==> src/shared/lcd_pkg.sv <==
// Package for the loop-code detect and single error insert block.
// Assumes one 250 MHz system clock; all other rates are enables.
package lcd_pkg;
	// ------------------------------------------------------------------
	// Register offsets (byte addresses)
	// ------------------------------------------------------------------
	localparam logic [7:0] LCD_OFF_LOOP_CTRL   = 8'h00;
	localparam logic [7:0] LCD_OFF_ERR_CTRL    = 8'h04;
	localparam logic [7:0] LCD_OFF_STATUS      = 8'h08;
	localparam logic [7:0] LCD_OFF_INT_STATUS  = 8'h0c;
	localparam logic [7:0] LCD_OFF_INT_MASK    = 8'h10;
	// ------------------------------------------------------------------
	// Field positions and reset values
	// ------------------------------------------------------------------
	localparam int LCD_SEL_LSB      = 6;
	localparam int LCD_ERR_BIT      = 1;
	localparam int LCD_TEST_LSB     = 2;
	localparam int LCD_DET_BIT      = 3;
	localparam int LCD_LOOPBACK_BIT = 0;
	localparam logic [7:0] LCD_CTRL_RST = 8'h00;
	// ------------------------------------------------------------------
	// Encodings
	// ------------------------------------------------------------------
	localparam logic [1:0] LCD_SEL_OFF  = 2'h0;
	localparam logic [1:0] LCD_SEL_UP   = 2'h1;
	localparam logic [1:0] LCD_SEL_DOWN = 2'h2;
	localparam logic [1:0] LCD_SEL_AUTO = 2'h3;
	localparam logic [2:0] LCD_TEST_QRSS = 3'h4;
	localparam logic [4:0] LCD_UP_PAT   = 5'h01;
	localparam logic [2:0] LCD_DOWN_PAT = 3'h1;
	// ------------------------------------------------------------------
	// Timing
	// ------------------------------------------------------------------
	localparam int LCD_QUAL_S   = 5;
	localparam int LCD_CLK_MHZ  = 250;
	localparam int LCD_TICK_US  = 1000;
	localparam int LCD_TICK_CYC = LCD_TICK_US * LCD_CLK_MHZ;
	localparam int LCD_QUAL_TICKS = LCD_QUAL_S * 1000000 / LCD_TICK_US;
endpackage : lcd_pkg

==> src/logic/lcd_pattern_match.sv <==
// Pattern matcher with persistence counter for the receive data.
// Assumes rx_bit/rx_valid are already in the aclk domain.
`timescale 1ns/1ps
module lcd_pattern_match
	import lcd_pkg::*;
#(
	parameter int TICK_CYC   = LCD_TICK_CYC,
	parameter int QUAL_TICKS = LCD_QUAL_TICKS
) (
	// Clock and reset
	input  wire logic       aclk,
	input  wire logic       aresetn,
	// Control
	input  wire logic [1:0] sel,
	// Receive data
	input  wire logic       rx_bit,
	input  wire logic       rx_valid,
	// Result
	output logic            detected
);
	logic [4:0]  hist_q;
	logic [31:0] tick_q;
	logic [31:0] qual_q;
	logic        det_q;
	logic [1:0]  sel_q;
	wire         is_down = (sel == LCD_SEL_DOWN);
	// Repeating pattern: current 5 or 3 bits equal pattern one period earlier too
	wire up_hit   = {hist_q[3:0], rx_bit} == LCD_UP_PAT;
	wire down_hit = {hist_q[1:0], rx_bit} == LCD_DOWN_PAT;
	logic [3:0]  phase_q;
	logic [3:0]  miss_q;
	wire  [3:0]  period = is_down ? 4'h3 : 4'h5;
	wire         hit    = is_down ? down_hit : up_hit;
	wire         tick   = (tick_q == 32'(TICK_CYC - 1));
	wire         sel_same = (sel == sel_q);
	wire         match  = (miss_q == 4'h0) && (sel != LCD_SEL_OFF) && sel_same;
	// Select seen last cycle; a change restarts the search from scratch
	always_ff @(posedge aclk) begin
		if (!aresetn)
			sel_q <= LCD_SEL_OFF;
		else
			sel_q <= sel;
	end
	// Bits since last hit; pattern may sit at any alignment on the line
	always_ff @(posedge aclk) begin
		if (!aresetn || sel == LCD_SEL_OFF || !sel_same) begin
			hist_q  <= 5'h00;
			phase_q <= 4'h0;
			miss_q  <= 4'h8;
		end else if (rx_valid) begin
			hist_q  <= {hist_q[3:0], rx_bit};
			phase_q <= hit ? 4'h0 : ((phase_q == 4'hf) ? 4'hf : phase_q + 4'h1);
			// Next hit must land exactly one period after the last
			if (hit)
				miss_q <= (phase_q == period - 4'h1) ? 4'h0 : 4'h8;
			else if (phase_q >= period - 4'h1)
				miss_q <= 4'h8;
		end
	end
	// Free-running time base and persistence count; the count restarts on loss of match
	always_ff @(posedge aclk) begin
		if (!aresetn)
			tick_q <= 32'h0;
		else
			tick_q <= tick ? 32'h0 : tick_q + 32'h1;
	end
	always_ff @(posedge aclk) begin
		if (!aresetn || !match) begin
			qual_q <= 32'h0;
			det_q  <= 1'b0;
		end else if (tick) begin
			if (qual_q > 32'(QUAL_TICKS))
				det_q <= 1'b1;
			else
				qual_q <= qual_q + 32'h1;
		end
	end
	// Masked on a select change so a stale result never reaches loopback
	assign detected = det_q && sel_same;
endmodule : lcd_pattern_match

==> src/logic/lcd_loop_code.sv <==
// Top: AXI4-Lite registers, loop-code detect, loopback and error insert.
// Assumes rx/tx pins asynchronous to aclk; tx clock sampled as data.
//
// The address map and the AXI4-Lite slave port are this design's own decisions.
`timescale 1ns/1ps
// How it works
// - Two-bit select: off, loop-up, loop-down, loop-up with auto loopback.
// - Loop-up detection looks for repeating 00001 in receive data.
// - Loop-down looks for repeating 001 lasting over five seconds.
// - Detection sets status bit 3; interrupt only if enable bit 3 set.
// - Auto mode: qualified loop-up sets flag and activates remote loopback.
// - In QRSS test mode a 0-to-1 insert bit flips one transmit bit.
// - Insert bit sampled on rising transmit clock edges, edge found there.
module lcd_loop_code
	import lcd_pkg::*;
#(
	parameter int TICK_CYC   = LCD_TICK_CYC,
	parameter int QUAL_TICKS = LCD_QUAL_TICKS
) (
	// Clock and reset
	input  wire logic        aclk,
	input  wire logic        aresetn,
	// AXI4-Lite write
	input  wire logic [7:0]  s_axi_awaddr,
	input  wire logic        s_axi_awvalid,
	output logic             s_axi_awready,
	input  wire logic [31:0] s_axi_wdata,
	input  wire logic [3:0]  s_axi_wstrb,
	input  wire logic        s_axi_wvalid,
	output logic             s_axi_wready,
	output logic [1:0]       s_axi_bresp,
	output logic             s_axi_bvalid,
	input  wire logic        s_axi_bready,
	// AXI4-Lite read
	input  wire logic [7:0]  s_axi_araddr,
	input  wire logic        s_axi_arvalid,
	output logic             s_axi_arready,
	output logic [31:0]      s_axi_rdata,
	output logic [1:0]       s_axi_rresp,
	output logic             s_axi_rvalid,
	input  wire logic        s_axi_rready,
	// Receive line data (pins)
	input  wire logic        rx_data,
	input  wire logic        rx_clk,
	// Transmit path
	input  wire logic        channel_transmit_clock,
	input  wire logic        tx_data_in,
	output logic             tx_data_out,
	// Status outputs
	output logic             remote_loopback,
	output logic             irq
);
	// ------------------------------------------------------------------
	// Registers
	// ------------------------------------------------------------------
	logic [7:0] loop_ctrl_q;
	logic [7:0] test_error_insert_control_q;
	logic       loop_code_detected_flag_q;
	logic       loopback_q;
	logic [7:0] int_status_q;
	logic [7:0] int_mask_q;
	logic       aw_q, w_q, bvalid_q, arready_q, rvalid_q;
	logic [7:0] awaddr_q;
	logic [31:0] wdata_q;
	logic [3:0] wstrb_q;
	logic [31:0] rdata_q;
	logic [1:0] bresp_q, rresp_q;
	logic       irq_q, tx_q;
	wire [1:0]  loop_code_detect_select = loop_ctrl_q[LCD_SEL_LSB +: 2];
	wire [2:0]  transmit_test_pattern_select = test_error_insert_control_q[LCD_TEST_LSB +: 3];
	wire        single_error_inject_bit = test_error_insert_control_q[LCD_ERR_BIT];

	// ------------------------------------------------------------------
	// Pin synchronisers: three flops, change taken when 2nd and 3rd agree
	// ------------------------------------------------------------------
	logic [2:0] rxd_s, rxc_s, txc_s, txd_s;
	logic       rxd_f, rxc_f, txc_f, txd_f, rxc_prev, txc_prev, ins_prev_q;
	always_ff @(posedge aclk) begin
		rxd_s <= {rxd_s[1:0], rx_data};
		rxc_s <= {rxc_s[1:0], rx_clk};
		txc_s <= {txc_s[1:0], channel_transmit_clock};
		txd_s <= {txd_s[1:0], tx_data_in};
	end
	always_ff @(posedge aclk) begin
		if (!aresetn) begin
			rxd_f <= 1'b0;
			rxc_f <= 1'b0;
			txc_f <= 1'b0;
			txd_f <= 1'b0;
		end else begin
			if (rxd_s[1] == rxd_s[2]) rxd_f <= rxd_s[2];
			if (rxc_s[1] == rxc_s[2]) rxc_f <= rxc_s[2];
			if (txc_s[1] == txc_s[2]) txc_f <= txc_s[2];
			if (txd_s[1] == txd_s[2]) txd_f <= txd_s[2];
		end
	end
	always_ff @(posedge aclk) begin
		if (!aresetn) begin
			rxc_prev <= 1'b0;
			txc_prev <= 1'b0;
		end else begin
			rxc_prev <= rxc_f;
			txc_prev <= txc_f;
		end
	end
	wire rx_edge = rxc_f && !rxc_prev;
	wire tx_edge = txc_f && !txc_prev;

	// ------------------------------------------------------------------
	// Loop-code detection
	// ------------------------------------------------------------------
	logic det;
	lcd_pattern_match #(
		.TICK_CYC   (TICK_CYC),
		.QUAL_TICKS (QUAL_TICKS)
	) u_match (
		.aclk     (aclk),
		.aresetn  (aresetn),
		.sel      (loop_code_detect_select),
		.rx_bit   (rxd_f),
		.rx_valid (rx_edge),
		.detected (det)
	);
	logic det_prev_q;
	wire  det_change = det ^ det_prev_q;
	always_ff @(posedge aclk) begin
		if (!aresetn) begin
			det_prev_q                <= 1'b0;
			loop_code_detected_flag_q <= 1'b0;
			loopback_q                <= 1'b0;
		end else begin
			det_prev_q                <= det;
			loop_code_detected_flag_q <= det;
			// Auto mode keeps loopback only while it stays selected
			loopback_q <= (loop_code_detect_select == LCD_SEL_AUTO) &&
				(loopback_q || det);
		end
	end

	// ------------------------------------------------------------------
	// Error insert, edge of insert bit taken on tx clock edges only
	// ------------------------------------------------------------------
	wire ins_rise = tx_edge && single_error_inject_bit && !ins_prev_q;
	always_ff @(posedge aclk) begin
		if (!aresetn) begin
			ins_prev_q <= 1'b0;
			tx_q       <= 1'b0;
		end else if (tx_edge) begin
			ins_prev_q <= single_error_inject_bit;
			tx_q <= txd_f ^ (ins_rise &&
				transmit_test_pattern_select == LCD_TEST_QRSS);
		end
	end

	// ------------------------------------------------------------------
	// AXI4-Lite slave
	// ------------------------------------------------------------------
	wire aw_take = s_axi_awvalid && s_axi_awready;
	wire w_take  = s_axi_wvalid && s_axi_wready;
	wire wr_go   = aw_q && w_q && !bvalid_q;
	wire ar_take = s_axi_arvalid && arready_q;
	wire wa_ctrl = (awaddr_q == LCD_OFF_LOOP_CTRL);
	wire wa_err  = (awaddr_q == LCD_OFF_ERR_CTRL);
	wire wa_ist  = (awaddr_q == LCD_OFF_INT_STATUS);
	wire wa_msk  = (awaddr_q == LCD_OFF_INT_MASK);
	wire wa_ok   = wa_ctrl || wa_err || wa_ist || wa_msk || awaddr_q == LCD_OFF_STATUS;
	wire wr_b0   = wr_go && wstrb_q[0];
	wire [7:0] sts_word = {4'h0, loop_code_detected_flag_q, 2'h0, loopback_q};
	// Event sets bit 3; set wins over write-one-to-clear
	wire [7:0] ev_set = {4'h0, det_change, 3'h0};
	wire [7:0] ist_clr = (wr_b0 && wa_ist) ? wdata_q[7:0] : 8'h00;
	logic [7:0] rd_word;
	logic       rd_ok;
	always_comb begin
		rd_ok = 1'b1;
		unique case (s_axi_araddr)
			LCD_OFF_LOOP_CTRL:  rd_word = loop_ctrl_q;
			LCD_OFF_ERR_CTRL:   rd_word = test_error_insert_control_q;
			LCD_OFF_STATUS:     rd_word = sts_word;
			LCD_OFF_INT_STATUS: rd_word = int_status_q;
			LCD_OFF_INT_MASK:   rd_word = int_mask_q;
			default: begin
				rd_word = 8'h00;
				rd_ok   = 1'b0;
			end
		endcase
	end
	// Address and data latches; each released once taken
	always_ff @(posedge aclk) begin
		if (!aresetn) begin
			aw_q <= 1'b0; w_q <= 1'b0; bvalid_q <= 1'b0; bresp_q <= 2'h0;
			awaddr_q <= 8'h00; wdata_q <= 32'h0; wstrb_q <= 4'h0;
		end else begin
			if (aw_take) begin aw_q <= 1'b1; awaddr_q <= s_axi_awaddr; end
			if (w_take) begin w_q <= 1'b1; wdata_q <= s_axi_wdata; wstrb_q <= s_axi_wstrb; end
			if (wr_go) begin
				aw_q <= 1'b0; w_q <= 1'b0; bvalid_q <= 1'b1;
				bresp_q <= wa_ok ? 2'h0 : 2'h2;
			end else if (bvalid_q && s_axi_bready)
				bvalid_q <= 1'b0;
		end
	end
	// Register writes; spare bits kept as storage
	always_ff @(posedge aclk) begin
		if (!aresetn) begin
			loop_ctrl_q <= LCD_CTRL_RST;
			test_error_insert_control_q <= LCD_CTRL_RST;
			int_mask_q <= 8'h00;
			int_status_q <= 8'h00;
		end else begin
			if (wr_b0 && wa_ctrl) loop_ctrl_q <= wdata_q[7:0];
			if (wr_b0 && wa_err)  test_error_insert_control_q <= wdata_q[7:0];
			if (wr_b0 && wa_msk)  int_mask_q <= wdata_q[7:0];
			int_status_q <= (int_status_q & ~ist_clr) | ev_set;
		end
	end
	// Read channel and interrupt output
	always_ff @(posedge aclk) begin
		if (!aresetn) begin
			arready_q <= 1'b1; rvalid_q <= 1'b0; rdata_q <= 32'h0; rresp_q <= 2'h0;
			irq_q <= 1'b0;
		end else begin
			if (ar_take) begin
				arready_q <= 1'b0; rvalid_q <= 1'b1;
				rdata_q <= {24'h0, rd_word}; rresp_q <= rd_ok ? 2'h0 : 2'h2;
			end else if (rvalid_q && s_axi_rready) begin
				rvalid_q <= 1'b0; arready_q <= 1'b1;
			end
			irq_q <= |(int_status_q & int_mask_q);
		end
	end

	assign s_axi_awready   = !aw_q;
	assign s_axi_wready    = !w_q;
	assign s_axi_bvalid    = bvalid_q;
	assign s_axi_bresp     = bresp_q;
	assign s_axi_arready   = arready_q;
	assign s_axi_rvalid    = rvalid_q;
	assign s_axi_rdata     = rdata_q;
	assign s_axi_rresp     = rresp_q;
	assign tx_data_out     = tx_q;
	assign remote_loopback = loopback_q;
	assign irq             = irq_q;

	// ------------------------------------------------------------------
	// Assertions
	// ------------------------------------------------------------------
	AST_IRQ_MASK: assert property (@(posedge aclk) disable iff (!aresetn)
		(int_status_q[LCD_DET_BIT] && int_mask_q[LCD_DET_BIT]) |=> irq)
		else $error("irq missing for enabled detect");
	AST_IRQ_OFF: assert property (@(posedge aclk) disable iff (!aresetn)
		(int_status_q & int_mask_q) == 8'h00 |=> !irq)
		else $error("irq without enabled status");
	AST_LOOPBACK: assert property (@(posedge aclk) disable iff (!aresetn)
		$rose(remote_loopback) |-> $past(det) && $past(loop_code_detect_select) == LCD_SEL_AUTO)
		else $error("loopback without auto detect");
	AST_FLAG_FOLLOWS: assert property (@(posedge aclk) disable iff (!aresetn)
		$rose(det) |=> loop_code_detected_flag_q)
		else $error("detect flag not set");
	AST_OFF_NO_DET: assert property (@(posedge aclk) disable iff (!aresetn)
		loop_code_detect_select == LCD_SEL_OFF |=> !det)
		else $error("detect while disabled");
	AST_ERR_ONE: assert property (@(posedge aclk) disable iff (!aresetn)
		(ins_rise && transmit_test_pattern_select == LCD_TEST_QRSS) |=>
		tx_data_out != $past(txd_f))
		else $error("error insert not applied");
	AST_TX_PASS: assert property (@(posedge aclk) disable iff (!aresetn)
		(tx_edge && !ins_rise) |=> tx_data_out == $past(txd_f))
		else $error("transmit bit corrupted without insert");
	AST_INS_EDGE: assert property (@(posedge aclk) disable iff (!aresetn)
		!tx_edge |=> $stable(tx_data_out) && $stable(ins_prev_q))
		else $error("insert state moved outside tx edge");
	AST_SPARE: assert property (@(posedge aclk) disable iff (!aresetn)
		(wr_b0 && wa_ctrl) |=> loop_ctrl_q == $past(wdata_q[7:0]))
		else $error("control store lost");
endmodule : lcd_loop_code

==> config.mk <==
export PLATFORM = sky130hd
export DESIGN_NAME = lcd_loop_code
export DESIGN_NICKNAME = d
export VERILOG_FILES = /design/src/shared/lcd_pkg.sv /design/src/logic/lcd_pattern_match.sv /design/src/logic/lcd_loop_code.sv
export SDC_FILE = /design/constraint.sdc
export NUM_CORES = 1
export LEC_CHECK = 0
export BUFFER_PORTS_ARGS = -buffer_cell sky130_fd_sc_hd__buf_2
export CELL_PAD_IN_SITES_DETAIL_PLACEMENT = 1
export CELL_PAD_IN_SITES_GLOBAL_PLACEMENT = 1
export CORE_MARGIN = 2
export CORE_UTILIZATION = 39
export CTS_BUF_LIST = sky130_fd_sc_hd__clkbuf_16
export CTS_CLUSTER_SIZE = 24
export DETAILED_ROUTE_END_ITERATION = 12
export GPL_TIMING_DRIVEN = 0
export HOLD_SLACK_MARGIN = 0.15
export PLACE_DENSITY_LB_ADDON = 0.15
export SLEW_MARGIN = 40
export SYNTH_ARGS = -nofsm -noshare
export SYNTH_HDL_FRONTEND = slang
export SYNTH_SLANG_ARGS = --single-unit
export TNS_END_PERCENT = 50
==> constraint.sdc <==
create_clock -name aclk -period 1.9 [get_ports aclk]
set_input_delay 0.38 -clock aclk [delete_from_list [all_inputs] [get_ports aclk]]
set_output_delay 0.38 -clock aclk [all_outputs]
set_load 0.02 [all_outputs]
==> results.tsv <==
stage	metric	value	unit
die	die_w	134.7	µm
sta	min_period	2.213	ns
die	start_util	0.4003	
power_and_ir_drop	p_clk_frac	0.470	
sta	fmax	452.0	MHz
synth	synth_area_leaders	dfxtp_1, mux2i_1, nor2_1	
detailed_routing	wirelength	17.91	mm
synth	synthAdderAreaFrac	0.01127	
detailed_routing	route.vias.total	5587	
clocking	clk_pin_slew	0.07	ns
critical_path	critical_path.top_delay_family	simple AND/OR/NAND/NOR gates	
grt	gr-total-overflow	0	
finish	fill_cells	1940	
critical_path	crit_buf_inv	1	
die	dieArea	18150	µm²
synth	synth_edf_count	0	
synth	ys_warn_count	0	
min_path	hp-start	s_axi_awvalid	
power_and_ir_drop	p_per_area	884.0	nW/µm²
critical_path	arrival	2.57	ns
die	core_area	16640	µm²
outcome	violations	negative setup slack	
clocking	cts.sinks	163	
synth	yosysUniqueCellTypes	54	
synth	synth_area	6663	µm²
placement	dp_slack	-0.6462	ns
critical_path	worstSetupStartpointType	register	
sta	hold_viol	0	
detailed_routing	detail-route-antenna-nets	0	
synth	synth_top_family_by_area	simple AND/OR/NAND/NOR gates	
outcome	status	finished, violations left	
finish	antenna_cells	0	
grt	grt_max_degree	17	
sta	finalWorstSetupSlack	-0.3126	ns
power_and_ir_drop	p_seq_frac	0.478	
synth	synth_xor_area_frac	0.04338	
synth	synth_compound_area_frac	0.1108	
grt	antenna_found_initial	1	
clocking	root_buffer	clkbuf_16	
synth	yosysTopAreaCell	dfxtp_1	
synth	synthArstFlopShare	0	
power_and_ir_drop	ir_drop	0.6085	mV
power_and_ir_drop	p_sw_frac	0.2425	
flow_run	cap_violations	0	
sta	finClkSkew	0.01089	ns
grt	grt_pass1_vias	5798	
synth	synth_area_per_cell	9.177	µm²
detailed_routing	drt_iter0_drc	213	
power_and_ir_drop	leakage	0.003194	µW
die	ios	107	
synth	ys_seq_elements	163	
placement	gp_congestion	0.8157	
die	die_height	134.7	µm
clocking	clock_latency	0.44	ns
critical_path	critPathMaxFanout	5	
synth	synth_cells	726	
placement	dp_hpwl	12.43	mm
clocking	htree_levels	4	
sta	worst_pin_slew	0.6446	ns
synth	yosysSeqAreaShare	0.4898	
synth	synth-simple-area-share	0.2308	
finish	post-route-util	0.5036	
synth	synthMuxAreaShare	0.05446	
clocking	cts_buffer_depth	2	
finish	nNetsFinal	907	
finish	layout-drive-gt1-share	0.2303	
die	row_count	47	
sta	slew_violations	0	
detailed_routing	drcViolationCount	0	
grt	grt_pass1_wl	28.98	mm
power_and_ir_drop	power_frac_comb	0.052	
critical_path	path_cells	nor4_4 -> nand2_1 -> or4_4 -> buf_6 -> or4_1 -> a21oi_1	
finish	area_delta_synth_final	25.78	%
critical_path	crit_start	u_match.tick_q[28]	
sta	setup_viol	53	
synth	yosysMostFrequentCell	dfxtp_1	
synth	synth_ff_type	dfxtp_1	
sta	finalSetupTns	-6.970	ns
critical_path	worstPathRequired	2.26	ns
power_and_ir_drop	p_int	5612	µW
synth	synth_commonest_cells	dfxtp_1, nor2_1, nand2_1	
grt	grt_use_total	0.2033	
power_and_ir_drop	switchingPower	1796	µW
clocking	numCtsBuffers	17	
min_path	min_path_type	in2reg	
critical_path	cp-end-kind	register	
detailed_routing	drt_first_pass_iters	5	
sta	rsz0062_at_grt	true	
synth	synth_top_area_frac	0.4898	
critical_path	critical_path_class	reg2reg	
critical_path	reg2reg_from	u_match.tick_q[28]	
detailed_routing	post_drt_wl_per_cell	16.72	µm
sta	relSlewSlack	0.5702	
clocking	cts_tree	done	
critical_path	cpMaxStageDelayCell	or4_4	
sta	hold_ws	0.1749	ns
sta	finalCritPeriodShare	1.165	
placement	portBuffers	53	
detailed_routing	viasPerCell	5.217	
critical_path	cpPeakStageDelay	0.57	ns
cells in the final DEF, fill, tap and decap left out, drive strengths merged, types with 14 or more instances in the layout:
cell type / count
a21oi: 46
nor4: 20
mux2i: 34
nand2: 63
inv: 21
conb: 26
buf: 100
nor3: 14
nand3: 24
clkbuf: 39
xnor2: 27
dfxtp: 163
nor2: 87
and2: 25
final timing paths:
| kind | endpoint | slack (ns) | cells past startpoint |
|---|---|---|---|
| max reg2reg | u_match.qual_q[11] | -0.31 | 6 |
| min | aw_q | 0.17 | 3 |
| max | u_match.qual_q[11] | -0.31 | 6 |
| min reg2reg | rxc_s[1] | 0.33 | 0 |
per-layer routing:
metal  share of wire  track usage
met5         0.00039            0
met4           0.022      0.07719
met3           0.030      0.04617
met2            0.52       0.3680
met1            0.43       0.2322
area by class of cell:
type	instances	area [µm²]	share of cell area
plain buffers	57	386.6	0.04613
clock buffers	17	425.4	0.05076
clock inverters	15	173.9	0.02075
inverters	16	60.06	0.007166
multi-input cells	514	3376	0.4028
flip-flops and latches	163	3287	0.3922
well taps	220	275.3	0.03285
repair buffers	69	396.6	0.04733
worst register-to-register path, cell delays in order, from the launching register on:
cell and delay [ns]:
dfxtp_1 0.37, nor4_4 0.29, nand2_1 0.14, or4_4 0.57, buf_6 0.16, or4_1 0.47
a21oi_1 0.14
metrics by stage:
stage / cells / total power [µW] / area [µm²]
after floorplan: 751 / 3846 / 6797
after global placement: 1024 / 3959 / 7337
after detailed placement: 1024 / 3975 / 7343
after CTS: 1066 / 7469 / 8210
after global routing: 1071 / 7694 / 8381
final: 1071 / 7408 / 8381
power groups by stage:
| stage | logic (µW) | clock network [µW] | registers, µW |
|---|---|---|---|
| after floorplan | 235 | 0 | 3610 |
| final | 386 | 3480 | 3540 |
| after detailed placement | 359 | 0 | 3620 |
| after global placement | 348 | 0 | 3610 |
| after global routing | 424 | 3720 | 3550 |
| after CTS | 386 | 3540 | 3540 |
cells by family after synthesis:
logic type	count (synthesis)
muxes	36
adders and majority gates	6
and+or+nand+nor	302
xor gates and xnor gates	33
AOI/OAI and AO/OA	111
other	1
buffers and inverters	74
DFF	163
state kept, by name (all words and copies together), names as in the netlist, 2 cells and up:
name	cells
awaddr_q	8
int_mask_q	8
u_match.qual_q	32
txc_s	3
s_axi_rdata	8
rxd_s	3
u_match.sel_q	2
txd_s	3
rxc_s	3
loop_ctrl_q	8
u_match.tick_q	32
test_error_insert_control_q	8
int_status_q	8
u_match.hist_q	4
wdata_q	8
u_match.phase_q	4
timing repair:
item / CTS / global route
setup endpoints to repair: 102 / 95
pin swaps: 10 / 10
gates resized for setup: 45 / 37
gates cloned: 3 / 0
endpoints found under the hold margin: 4 / 0
buffers inserted: 4 / 5
hold buffers: 4 / 0
No activity file was read; power rests on OpenSTA's default activity.
